**src/core/dace_params.svh**
```systemverilog
`ifndef DACE_PARAMS_SVH
`define DACE_PARAMS_SVH
`define DACE_AW          32
`define DACE_QUAL_ANY    2'b00
`define DACE_QUAL_REAL   2'b01
`define DACE_QUAL_DS0    2'b10
`define DACE_QUAL_DS1    2'b11
`define DACE_MODE_EXACT  2'b00
`define DACE_MODE_MASK   2'b01
`define DACE_MODE_INCL   2'b10
`define DACE_MODE_EXCL   2'b11
`define DACE_BE_OFF      4'h0
`define DACE_ST_E1R      0
`define DACE_ST_E1W      1
`define DACE_ST_E2R      2
`define DACE_ST_E2W      3
`define DACE_EXTRA_CYC   1
`endif

```
**src/core/dace_pkg.sv**
```systemverilog
`default_nettype none
package dace_pkg;
    // Action taken on a qualified event
    typedef enum logic [4:0] {
        DACE_IDLE  = 5'h01,
        DACE_STALL = 5'h02,
        DACE_STOP  = 5'h04,
        DACE_IRQ   = 5'h08,
        DACE_TRACE = 5'h10
    } dace_act_t;
endpackage
`default_nettype wire

```
**src/core/dace_unit.sv**
```systemverilog
`include "dace_params.svh"
`default_nettype none
module dace_unit
    import dace_pkg::*;
(
    // Clock and reset
    input  wire logic        sys_clk,
    input  wire logic        sys_rst,
    // Storage access, one per access even within one instruction
    input  wire logic        acc_valid,
    input  wire logic        acc_is_write,
    input  wire logic [31:0] acc_addr,
    input  wire logic [31:0] acc_pc,
    input  wire logic        data_space_bit,
    // Debug mode and interrupt enable
    input  wire logic        mode_external,
    input  wire logic        mode_wait,
    input  wire logic        mode_internal,
    input  wire logic        mode_trace,
    input  wire logic        debug_irq_enable,
    // Configuration
    input  wire logic [3:0]  event_enables,
    input  wire logic [1:0]  compare_mode_select,
    input  wire logic [1:0]  event1_space_qualifier,
    input  wire logic [1:0]  event2_space_qualifier,
    input  wire logic [3:0]  value1_byte_enables,
    input  wire logic [3:0]  value2_byte_enables,
    input  wire logic        async_select,
    input  wire logic [31:0] ref_addr1,
    input  wire logic [31:0] ref_addr2,
    // Status clear, one bit per status flag, bit 4 is imprecise flag
    input  wire logic [4:0]  status_clear,
    // Results
    output logic [3:0]       debug_status_reg,
    output logic             imprecise_event_flag,
    output logic             acc_stall,
    output logic             suppress,
    output logic             stop_req,
    output logic             debug_irq,
    output logic [31:0]      critical_save_pc,
    output logic             trace_event
);
    logic [1:0] hit;
    logic [3:0] ev;
    logic [3:0] st_r, st_nxt;
    logic       ide_r, ide_nxt;
    logic       stall_r, stall_nxt;
    logic       sup_r, sup_nxt;
    logic       stop_r, stop_nxt;
    logic       irq_r, irq_nxt;
    logic       trc_r, trc_nxt;
    logic [31:0] pc_r, pc_nxt;
    logic       any_ev;
    logic       sync_md;
    logic       ext_md;
    logic       armed;
    dace_act_t  act;

    //----------------------------------------
    // Address match per event
    //----------------------------------------
    genvar g;
    generate
        for (g = 0; g < 2; g++) begin : g_ev
            dace_match u_match (
                .addr      (acc_addr),
                .ds_bit    (data_space_bit),
                .mode      (compare_mode_select),
                .qual      (g == 0 ? event1_space_qualifier
                                   : event2_space_qualifier),
                .ref_a     (ref_addr1),
                .ref_b     (ref_addr2),
                .is_second (g == 1),
                .hit       (hit[g])
            );
        end
    endgenerate

    //----------------------------------------
    // Event qualification
    //----------------------------------------
    // Value compare is outside this block, so nonzero enables mute the event
    always_comb begin
        ev[`DACE_ST_E1R] = acc_valid && !acc_is_write && hit[0]
            && event_enables[`DACE_ST_E1R]
            && (value1_byte_enables == `DACE_BE_OFF);
        ev[`DACE_ST_E1W] = acc_valid && acc_is_write && hit[0]
            && event_enables[`DACE_ST_E1W]
            && (value1_byte_enables == `DACE_BE_OFF);
        ev[`DACE_ST_E2R] = acc_valid && !acc_is_write && hit[1]
            && event_enables[`DACE_ST_E2R]
            && (value2_byte_enables == `DACE_BE_OFF);
        ev[`DACE_ST_E2W] = acc_valid && acc_is_write && hit[1]
            && event_enables[`DACE_ST_E2W]
            && (value2_byte_enables == `DACE_BE_OFF);
    end

    assign any_ev  = |ev;
    assign ext_md  = mode_external || mode_wait;
    assign sync_md = !async_select;
    // Any non-trace mode with enabled events costs a cycle in sync mode
    assign armed   = (|event_enables) && !mode_trace
                     && (ext_md || mode_internal);

    //----------------------------------------
    // Action select
    //----------------------------------------
    // Trace wins over other modes; external beats internal
    always_comb begin
        act = DACE_IDLE;
        if (any_ev) begin
            if (mode_trace)
                act = DACE_TRACE;
            else if (ext_md)
                act = DACE_STOP;
            else if (mode_internal && debug_irq_enable)
                act = DACE_IRQ;
            else
                act = DACE_IDLE; // Imprecise path handled below
        end
    end

    //----------------------------------------
    // Next state
    //----------------------------------------
    // Set beats clear so no event is lost in a clearing cycle
    always_comb begin
        st_nxt    = (st_r & ~status_clear[3:0]) | ev;
        ide_nxt   = ide_r && !status_clear[4];
        stall_nxt = acc_valid && armed && sync_md && !stall_r;
        sup_nxt   = 1'b0;
        stop_nxt  = 1'b0;
        irq_nxt   = 1'b0;
        trc_nxt   = 1'b0;
        pc_nxt    = pc_r;
        case (act)
            DACE_TRACE: trc_nxt = 1'b1;
            DACE_STOP: begin
                stop_nxt = 1'b1;
                sup_nxt  = sync_md; // Async: may complete first
                pc_nxt   = acc_pc;
            end
            DACE_IRQ: begin
                irq_nxt = 1'b1;
                sup_nxt = sync_md;
                pc_nxt  = acc_pc;
            end
            DACE_IDLE: begin
                if (any_ev && !mode_trace && !ext_md && mode_internal)
                    ide_nxt = 1'b1;
            end
            default: ;
        endcase
        // Delayed interrupt once enabled while status still pending
        if (act == DACE_IDLE && ide_r && debug_irq_enable && mode_internal
            && !ext_md && !mode_trace && (|st_r)) begin
            irq_nxt = 1'b1;
            pc_nxt  = acc_pc;
        end
    end

    // Register stage
    always_ff @(posedge sys_clk) begin
        if (sys_rst) begin
            st_r    <= 4'h0;
            ide_r   <= 1'b0;
            stall_r <= 1'b0;
            sup_r   <= 1'b0;
            stop_r  <= 1'b0;
            irq_r   <= 1'b0;
            trc_r   <= 1'b0;
            pc_r    <= 32'h0;
        end else begin
            st_r    <= st_nxt;
            ide_r   <= ide_nxt;
            stall_r <= stall_nxt;
            sup_r   <= sup_nxt;
            stop_r  <= stop_nxt;
            irq_r   <= irq_nxt;
            trc_r   <= trc_nxt;
            pc_r    <= pc_nxt;
        end
    end

    assign debug_status_reg     = st_r;
    assign imprecise_event_flag = ide_r;
    assign acc_stall            = stall_r;
    assign suppress             = sup_r;
    assign stop_req             = stop_r;
    assign debug_irq            = irq_r;
    assign critical_save_pc     = pc_r;
    assign trace_event          = trc_r;

    //----------------------------------------
    // Checks
    //----------------------------------------
    a_status_sticky: assert property (@(posedge sys_clk) disable iff (sys_rst)
        ev[0] |=> debug_status_reg[0]) else $error("status not set");
    a_status_hold: assert property (@(posedge sys_clk) disable iff (sys_rst)
        debug_status_reg[1] && !status_clear[1] |=> debug_status_reg[1])
        else $error("status dropped");
    a_byte_mute: assert property (@(posedge sys_clk) disable iff (sys_rst)
        value1_byte_enables != 4'h0 |-> !ev[0] && !ev[1])
        else $error("event with byte enables");
    a_reserved_qual: assert property (@(posedge sys_clk) disable iff (sys_rst)
        event2_space_qualifier == 2'b01 |-> !ev[2] && !ev[3])
        else $error("reserved qualifier fired");
    a_ds0_qual: assert property (@(posedge sys_clk) disable iff (sys_rst)
        event1_space_qualifier == 2'b10 && data_space_bit |-> !ev[0] && !ev[1])
        else $error("space 0 qualifier wrong");
    a_ds1_qual: assert property (@(posedge sys_clk) disable iff (sys_rst)
        event1_space_qualifier == 2'b11 && !data_space_bit
        |-> !ev[0] && !ev[1])
        else $error("space 1 qualifier wrong");
    a_stop_sync: assert property (@(posedge sys_clk) disable iff (sys_rst)
        any_ev && !mode_trace && ext_md && !async_select
        |=> stop_req && suppress && critical_save_pc == $past(acc_pc))
        else $error("sync stop wrong");
    a_irq_sync: assert property (@(posedge sys_clk) disable iff (sys_rst)
        any_ev && !mode_trace && !ext_md && mode_internal && debug_irq_enable
        |=> debug_irq && critical_save_pc == $past(acc_pc))
        else $error("sync irq wrong");
    a_trace_only: assert property (@(posedge sys_clk) disable iff (sys_rst)
        any_ev && mode_trace |=> trace_event && !stop_req && !suppress)
        else $error("trace path wrong");
    a_imprecise: assert property (@(posedge sys_clk) disable iff (sys_rst)
        any_ev && !mode_trace && !ext_md && mode_internal && !debug_irq_enable
        |=> imprecise_event_flag && !suppress) else $error("ide not set");
    a_stall_cycle: assert property (@(posedge sys_clk) disable iff (sys_rst)
        acc_valid && armed && !async_select && !acc_stall |=> acc_stall)
        else $error("no extra cycle");
    a_async_nostall: assert property (@(posedge sys_clk) disable iff (sys_rst)
        async_select |=> !acc_stall) else $error("async stalled");

    c_stop: cover property (@(posedge sys_clk) stop_req);
    c_irq: cover property (@(posedge sys_clk) debug_irq && !suppress);
    c_trace: cover property (@(posedge sys_clk) trace_event);
    c_ide: cover property (@(posedge sys_clk) imprecise_event_flag ##1 debug_irq);
endmodule
`default_nettype wire

```
**src/core/dace_match.sv**
```systemverilog
`include "dace_params.svh"
`default_nettype none
module dace_match
    import dace_pkg::*;
(
    // Access
    input  wire logic [31:0] addr,
    input  wire logic        ds_bit,
    // Setup
    input  wire logic [1:0]  mode,
    input  wire logic [1:0]  qual,
    input  wire logic [31:0] ref_a,
    input  wire logic [31:0] ref_b,
    input  wire logic        is_second,
    // Result
    output logic             hit
);
    logic addr_ok;
    logic qual_ok;

    // Address compare; paired modes share both reference values
    always_comb begin
        case (mode)
            `DACE_MODE_EXACT: addr_ok = (addr == (is_second ? ref_b : ref_a));
            `DACE_MODE_MASK:  addr_ok = ((addr ^ ref_a) & ref_b) == 32'h0;
            `DACE_MODE_INCL:  addr_ok = (addr >= ref_a) && (addr < ref_b);
            default:          addr_ok = (addr < ref_a) || (addr >= ref_b);
        endcase
    end

    // Space qualifier; no process id input exists by design
    always_comb begin
        case (qual)
            `DACE_QUAL_ANY: qual_ok = 1'b1;
            `DACE_QUAL_DS0: qual_ok = (ds_bit == 1'b0);
            `DACE_QUAL_DS1: qual_ok = (ds_bit == 1'b1);
            default:        qual_ok = 1'b0;            // Reserved
        endcase
    end

    assign hit = addr_ok && qual_ok;
endmodule
`default_nettype wire

```
**config.mk**
```make
export PLATFORM = sky130hd
export DESIGN_NAME = dace_unit
export DESIGN_NICKNAME = d
export VERILOG_FILES = /design/src/core/dace_pkg.sv /design/src/core/dace_unit.sv /design/src/core/dace_match.sv
export VERILOG_INCLUDE_DIRS = /design/src /design/src/core
export SDC_FILE = /design/constraint.sdc
export NUM_CORES = 1
export LEC_CHECK = 0
export BUFFER_PORTS_ARGS = -buffer_cell sky130_fd_sc_hd__buf_2
export CAP_MARGIN = 10
export CORE_MARGIN = 3
export CORE_UTILIZATION = 49
export DETAILED_ROUTE_END_ITERATION = 16
export PLACE_DENSITY = 0.88
export SKIP_LAST_GASP = 1
export SYNTH_ARGS = -nofsm -noshare
export SYNTH_HDL_FRONTEND = slang
export SYNTH_SLANG_ARGS = --single-unit
```
**constraint.sdc**
```tcl
create_clock -name sys_clk -period 9.1 [get_ports sys_clk]
set_clock_uncertainty 0.1 [all_clocks]
set_input_delay 1.82 -clock sys_clk [delete_from_list [all_inputs] [get_ports sys_clk]]
set_output_delay 1.82 -clock sys_clk [all_outputs]
set_load 0.02 [all_outputs]
```
* After elaboration in Yosys (flattened, before gate mapping)
Cells that the tools add are included.
** Word-level totals
- Bits of input ports :: 162
- Flip-flop bits (word level) :: 42
** Cells by class
- $lt $le $gt $ge :: 4
- Reductions and logical operators :: 54
- Mux-type cells :: 16
- Equality and inequality tests :: 12
- Bitwise logic cells :: 7
** Operator list (number)
- $eq 32x32->1 :: 2
- $ge 32x32->1 :: 2
- $lt 32x32->1 :: 2
- $mux 32 :: 2
- $logic_and 1x1->1 :: 33
- $and 32x32->32 :: 1
- $logic_not 32->1 :: 1
- $xor 32x32->32 :: 1
- $pmux 1 s3 :: 4
- $reduce_or 4->1 :: 3
- $eq 2x2->1 const B :: 5
- $mux 5 :: 2
- $logic_not 4->1 :: 2
- $mux 4 :: 2
- $logic_not 1->1 :: 6
- $logic_not 2->1 :: 3
- $mux 1 :: 6
- $eq 5x1->1 const B :: 1
- $eq 5x3->1 const B :: 1
- $eq 5x4->1 const B :: 1
- $eq 5x5->1 const B :: 1
- $and 4x4->4 :: 1
- $not 4->4 :: 1
- $or 4x4->4 :: 1
- other kinds (5) :: 9

* Logic depth before layout (Yosys ltp)
Gate-level depths: netlist of the first run.
- Depth in word-level cells :: 18
- Depth in mapped cells :: 13
- Gate-level depth less buffers :: 12

* Cells and area by module
Synthesis of the first run repeated with hierarchy kept, for this count alone.
** Second synthesis, totals
- Cell total of the unflattened synthesis :: 1018
- Area, all modules :: 8047.7 sq um
** Modules (own cells, without submodules)
- dace_match :: area an instance 2637.5 sq um, seq. area each 0.0 sq um, instances 2, cells each 348
- dace_unit :: area an instance 2772.7 sq um, seq. area each 840.8 sq um, instances 1, cells each 322

* Worst setup path before layout of the first run
Ideal clock, no wire load.
- Path kind :: input-to-reg
- Start :: input ref_addr1[14]
- End :: register pc_r[0], in the netlist critical_save_pc[0]
- Path buffers :: 1
- Slack :: 4564 ps
- Stages :: 13
- Arrival time :: 4318 ps
- Path through :: inv_1 > ha_1 > nand4_2 > nor4_2 > a21bo_1 > o211ai_2 > a21oi_2 > or4b_4 > nand4_1 > o22ai_4 > mux2i_4 > buf_6 > a32o_2
** Between the ends
- Cells in the longest elaborated chain, start to end :: 18
- Elaborated cells on any way between the ends :: 38
** RTL lines
- from (decl) :: line dace_unit.sv:29 : input wire logic [31:0] ref_addr1,
- parallel branches: the longest is 8 deep, another holds $lt 32x32->1
- $reduce_or 4->1 (*) :: line dace_unit.sv:98 : assign any_ev = |ev;
- $mux 5 (*) :: line dace_unit.sv:111 : if (any_ev) begin
- $eq 5x1->1 :: line dace_unit.sv:155 : if (act == DACE_IDLE && ide_r && debug_irq_enable && mode_internal
- $logic_and 1x1->1 (3 in a row) :: line dace_unit.sv:155
- $logic_and 1x1->1 (3 in a row) :: line dace_unit.sv:156 : && !ext_md && !mode_trace && (|st_r)) begin
- $mux 32 / $reduce_bool 2->1 (equally long branches)
- to (signal assigned) :: line dace_unit.sv:181 : pc_r <= pc_nxt;
- to (decl) :: line dace_unit.sv:52 : logic [31:0] pc_r, pc_nxt;
Every way passes the cells marked *.
A chain may end at the register's enable or synchronous reset.

* Worst setup path after layout of the first run
- Start :: input ref_addr2[14]
- End :: register pc_r[6], in the netlist critical_save_pc[6]
** Between the ends
- Cells in the longest elaborated chain, start to end :: 17
- Elaborated cells on any way between the ends :: 37
** RTL lines
- from (decl) :: line dace_unit.sv:30 : input wire logic [31:0] ref_addr2,
- $ge 32x32->1 (tied with other cells) :: line dace_match.sv:27 : default: addr_ok = (addr < ref_a) || (addr >= ref_b);
- $logic_or 1x1->1 (tied with other cells) :: line dace_match.sv:27
- $pmux 1 s3 :: line dace_match.sv:23 : case (mode)
- $logic_and 1x1->1 :: line dace_match.sv:41 : assign hit = addr_ok && qual_ok;
- $logic_and 1x1->1, on equally long branches (3 in a row)
- $reduce_or 4->1 (*) :: line dace_unit.sv:98
- $mux 5 (*) :: line dace_unit.sv:111
- $eq 5x1->1 :: line dace_unit.sv:155
- $logic_and 1x1->1 (3 in a row) :: line dace_unit.sv:155
- $logic_and 1x1->1 (3 in a row) :: line dace_unit.sv:156
- $mux 32 / $reduce_bool 2->1 (equally long branches)
Every way passes the cells marked *; elsewhere a longest branch is shown, timed or not.

==> results.ini, run 1 <==
[routing]
drt-total-wl_mm = 11.72
dr.pass1.iters = 4
ant_nets = 0
wire_per_inst_um = 16.51
drc = 0
first_iter_violations = 168
num_vias = 4013
via_per_inst = 5.652

[global_route]
grt_max_degree = 35
grt_overflow = 0
antenna_found_initial = 0
grt_pass1_vias = 4138
grtUsageTotal = 0.2698
grt_pass1_wl_mm = 18.63

[hold_path]
hold_class = flop to flop
min-delay-start = critical_save_pc[5]

[synth]
yosys.area_share.simple = 0.1820
yosysTopAreaCellShare = 0.2357
syn_nets = 640
synth_top_cell_by_area = dfxtp_1
ys_warn_count = 0
syn_area_um2 = 3567
synthTopCellsByCount = 69 x inv_1, 64 x ha_1, 42 x dfxtp_1
synth.most_common_cell = inv_1
synthCells = 414
synth-compound-area-share = 0.2487
async_reset_ff_frac = 0
synth_top_family_by_area = compound AO/OA/AOI/OAI gates
ys.flop_type = dfxtp_1
synthXorXnorAreaFrac = 0.004911
synth_fa_ha_area_frac = 0.2245
synthMuxAreaShare = 0.006314
yosysUniqueCellTypes = 48
post_synth.cell_area_avg_um2 = 8.616
ys_ff_latch = 42
yosysSeqAreaShare = 0.2357
synth_area_leaders = dfxtp_1 24%, ha_1 22%, a32o_2 9.5%, inv_1 7.3%, a21oi_1 4.8%
synth_edf_count = 0

[cts]
tritoncts = done
cts.htree.levels = 2
cts_hold_buf = 0
numCtsBuffers = 5
clkLatencyLatePin_ps = 290
cts_num_sinks = 42
clock_path_buffers = 2
post_cts_buffers = 0
clock_tree.root_cell = clkbuf_8
cts.clk_slew.worst_paths_ps = 80
cts_resized = 0

[sta]
fin_crit_ps = 5054
relSlewSlack = 0.4014
layout_setup_ws_ps = 4046
hold_viol = 0
fin_setup_tns_ps = 0
fin_hold_ws_ps = 400.2
max_freq_mhz = 197.9
tightest_slew_ps = 892.4
rsz0062_at_grt = no
final.period_utilization = 0.5553
drv_slew = 0
setup_viol = 0

[pwr]
irDropWorstVdd_uv = 121.6
p_leak_nw = 2.755
power_density_nw_per_um2 = 101.2
power_mw = 0.4791

[job]
timing.max_cap.violations = 0

[placed_design]
placed_cells = 702
io_buffers = 203
pre_cts_ws_ps = 3765
placed_cell_area_um2 = 4617
place_congestion = 1.014
dp_hpwl_mm = 10.03

[setup_path]
startpoint_type = input pin
worstSetupPathType = input pin to flop
critPathMaxFanout = 32
critical_path_required_ps = 9230
startpoint = ref_addr2[14]
cp.arrival_ps = 5180
r2r_start = debug_status_reg[2]
cp-end-kind = flop

[cells_and_area]
layout-drive-gt1-share = 0.4104
synthToLayoutAreaGrowth_pct = 32.73
fin_area_um2 = 4735
fill_cells = 583
nets = 839
largest_reg_flops = 32
diodes = 0
final_cells = 710
final_util = 0.6818

[floorplanning]
boundaryPins = 204
initial_core_util = 0.5137
row_count = 30
die_h_um = 91.32
core_um2 = 6944
dieArea_um2 = 8339
die_w_um = 91.32

[outcome]
status = completed

-- worst max-delay path, stage by stage --
cell and delay [ps]:
buf_2 90, inv_1 40, ha_1 310, nand4_1 160, nor4_1 460, a21boi_1 340
o31ai_2 110, or4b_4 240, o2111ai_2 170, o22ai_4 330, mux2i_4 800, a32o_2 300
-- area by class of cell --
| cell class | count | area [µm²] | share of cell area |
|---|---|---|---|
| inverters | 70 | 262.8 | 0.05550 |
| repair buffers | 203 | 1016 | 0.2146 |
| flip-flops and latches | 42 | 840.8 | 0.1776 |
| multi-input cells | 291 | 2377 | 0.5021 |
| well taps | 96 | 120.1 | 0.02537 |
| clock inverters | 3 | 48.80 | 0.01031 |
| clock buffers | 5 | 68.82 | 0.01453 |
-- power breakdown --
part | switching (mW) | internal, mW
registers | 0.000221 | 0.184
logic | 0.0765 | 0.0657
clock network | 0.0690 | 0.0836
total | 0.146 | 0.333
-- kinds of logic (layout without fill, tap and decap cells) --
family / Yosys count / in the layout
xor+xnor: 2 / 2
compound gates: 110 / 110
buf+inv: 81 / 281
fa+ha+maj: 64 / 64
mux: 1 / 1
flops: 42 / 42
simple gates: 114 / 114
-- cell usage in the layout, fill, tap and decap left out, drive strengths merged, types with 2 or more instances in the layout --
| cell | netlist | layout |
|---|---|---|
| nor2 | 15 | 15 |
| a221oi | 2 | 2 |
| and2 | 3 | 3 |
| inv | 69 | 70 |
| and4 | 3 | 3 |
| dfxtp | 42 | 42 |
| nor4b | 2 | 2 |
| xor2 | 2 | 2 |
| nand4 | 13 | 13 |
| a32o | 32 | 32 |
| o21ai | 11 | 11 |
| nor4 | 10 | 10 |
| a21oi | 35 | 35 |
| nand2 | 22 | 22 |
| o22ai | 2 | 2 |
| a21o | 4 | 4 |
| o2111ai | 8 | 8 |
| ha | 64 | 64 |
| a31oi | 2 | 2 |
| clkbuf | 5 | 5 |
| nor3 | 6 | 6 |
| nand3 | 10 | 10 |
| nand2b | 23 | 23 |
| o211ai | 5 | 5 |
| nor2b | 4 | 4 |
| a211oi | 2 | 2 |
| buf | 6 | 203 |
-- final timing paths --
| path | end | depth (start not counted) | slack (ps) |
|---|---|---|---|
| max | critical_save_pc[6] | 12 | 4050 |
| min reg2reg | critical_save_pc[5] | 1 | 400 |
| max reg2reg | critical_save_pc[6] | 4 | 7060 |
| min | critical_save_pc[5] | 1 | 400 |
-- layer usage --
metal | routed length (µm) | up-vias | part of all wire | global-route usage
li1 | - | 1927 | - | -
met1 | 4460 | 1864 | 0.38 | 0.2898
met5 | 0 | - | 0 | 0
met3 | 919 | 32 | 0.078 | 0.06297
met2 | 5998 | 190 | 0.51 | 0.5015
met4 | 342 | 0 | 0.029 | 0.1118
Power figures use the tool's default switching activity.
==> inputs of run 2 (changes only) <==
Settings changed: CORE_UTILIZATION 49 to 45, PLACE_DENSITY 0.88 to 0.82.
Clock period 9.1 ns to 4.8 ns, I/O delays scaled along.
==> run 2 against run 1 <==
Compared with the run above: worst hold slack got worse by 6.4 ps; critical path depth up 1; combinational power rose by 89%; clock-buffer cell count rose by 1; first-iteration DRC count is 13% lower; routed wire length is 1.2% higher; power increased by 75%; flip-flop and latch count is the same; sequential power is 90% higher; sequential share of layout area grew 0.075 points; critical path type unchanged; critical endpoint is now critical_save_pc[21]; largest cell class unchanged; highest routed layer unchanged.
==> results.ini, run 2 (synthesis results as in run 1) <==
[setup_path]
rrSetupSlack_ps = 3070  ; -3990 ps
startpoint_type = input pin
cp.arrival_ps = 4060  ; -1120 ps
startpoint = acc_addr[7]
critical_path_required_ps = 4930  ; -4300 ps
reg2reg_to = critical_save_pc[21]
worstSetupPathType = input pin to flop
critPathMaxFanout = 32  ; unchanged
r2r_start = debug_status_reg[2]
cp-end-kind = flop
rr_worst_depth = 4  ; unchanged
crit_end = critical_save_pc[21]

[cts]
cts.clk_slew.worst_paths_ps = 80  ; about the same
post_cts_buffers = 0  ; unchanged
tritoncts = done
cts_resized = 0  ; unchanged
cts_hold_buf = 0  ; unchanged
cts_num_sinks = 42  ; unchanged
numCtsBuffers = 5  ; unchanged
cts.htree.levels = 2  ; unchanged
clkLatencyLatePin_ps = 290  ; about the same
clock_path_buffers = 2  ; unchanged
clock_tree.root_cell = clkbuf_8

[sta]
drv_slew = 0  ; unchanged
final.period_utilization = 0.8188
max_freq_mhz = 254.4
hold_viol = 0  ; unchanged
fin_setup_tns_ps = 0  ; unchanged
fin_hold_ws_ps = 393.8  ; -6.417 ps
setup_viol = 0  ; unchanged
relSlewSlack = 0.3752  ; -0.02622
fin_crit_ps = 3930
rsz0062_at_grt = no
tightest_slew_ps = 931.5  ; +39.09 ps

[outcome]
status = completed

[global_route]
antenna_found_initial = 0  ; unchanged
grt_max_degree = 35  ; unchanged
grtUsageTotal = 0.2505  ; -0.01930
grt_pass1_wl_mm = 17.76  ; -4.7%
grt_pass1_vias = 3962  ; -4.3%
grt_overflow = 0  ; unchanged

[routing]
wire_per_inst_um = 16.61  ; +0.64%
num_vias = 3901  ; -2.8%
via_per_inst = 5.464  ; -3.3%
drc = 0  ; unchanged
ant_nets = 0  ; unchanged
dr.pass1.iters = 4  ; unchanged
drt-total-wl_mm = 11.86  ; +1.2%
first_iter_violations = 146  ; -13%

[floorplanning]
core_um2 = 7486  ; +7.8%
die_h_um = 95.04  ; +4.1%
die_w_um = 95.04  ; +4.1%
dieArea_um2 = 9032  ; +8.3%
boundaryPins = 204  ; unchanged
row_count = 31  ; +3.3%
initial_core_util = 0.4765  ; -0.03718

[pwr]
power_density_nw_per_um2 = 177.7  ; +76%
irDropWorstVdd_uv = 183.0  ; +51%
power_mw = 0.8376  ; +75%
p_leak_nw = 2.748  ; -0.25%

[cells_and_area]
synthToLayoutAreaGrowth_pct = 32.16
fin_area_um2 = 4715  ; -0.42%
ff_latch_area_um2 = 840.8  ; unchanged
largest_reg_flops = 32  ; unchanged
diodes = 0  ; unchanged
nets = 840  ; +0.12%
layout_commonest_cell = buf_2
final_util = 0.6298  ; -0.05202
final_cell_mix = 203 x buf_2, 69 x inv_1, 64 x ha_1
layout-drive-gt1-share = 0.4098  ; -0.0006674
multi_input_area_um2 = 2377  ; unchanged
fill_cells = 689  ; +18%

[placed_design]
placed_cell_area_um2 = 4628  ; +0.24%
dp_hpwl_mm = 10.36  ; +3.3%
place_congestion = 0.9459  ; -6.7%
io_buffers = 203  ; unchanged

[hold_path]
hold_class = flop to flop

[job]
timing.max_cap.violations = 0  ; unchanged

-- run 2: changes by cell type in the layout (fill, tap and decap cells not counted), sizes merged --
cell      previous run  this run
clkinv               1         3
inv                 70        69
bufinv               1         0
clkbuf               5         6
buf                203       204
clkinvlp             1         0
-- run 2: worst min path at each step --
stage,startpoint,to,slack [ps],depth (start not counted)
global placement,critical_save_pc[23],critical_save_pc[23],370,1
finish,critical_save_pc[2],critical_save_pc[2],390,1
floorplan,imprecise_event_flag,imprecise_event_flag,450,2
global route,critical_save_pc[2],critical_save_pc[2],410,1
detailed placement,critical_save_pc[2],critical_save_pc[2],380,1
CTS,critical_save_pc[2],critical_save_pc[2],400,1
-- run 2: area by class of cell --
cell class	instances	area share
Multi-Input combinational cell	291	0.5042
Tap cell	99	0.02627
Timing Repair Buffer	204	0.2171
Sequential cell	42	0.1783
Clock inverter	2	0.002919
Clock buffer	6	0.01539
Inverter	70	0.05573
-- run 2: worst max-delay path: stages --
cell and delay [ps]:
buf_2 110, ha_1 300, a21oi_1 150, o21ai_0 130, a221o_1 360, o31ai_2 300
nand4_1 160, o21ai_1 230, o2111ai_2 180, o22ai_4 320, mux2i_4 270, buf_4 330
a32o_2 240
-- run 2: report_power, final --
part	leakage, nW	total [mW]	switching, mW	internal (mW)
registers	0.338	0.349	0.000409	0.349
clock network	0.0452	0.219	0.117	0.103
logic	2.36	0.269	0.144	0.125
-- run 2: layer usage --
layer  vias up  part of all wire  GRT usage
li1       1926                 -          -
met1      1776              0.37     0.2607
met2       172              0.51     0.4750
met3        27             0.095    0.07498
met4         0             0.023    0.08293
met5         -                 0          0
-- run 2: through the flow --
step	instances	setup WS, ps
CTS	714	872.6
global route	714	693.4
detailed placement	706	585.0
floorplan	414	1124
global placement	706	747.1
finish	714	869.8
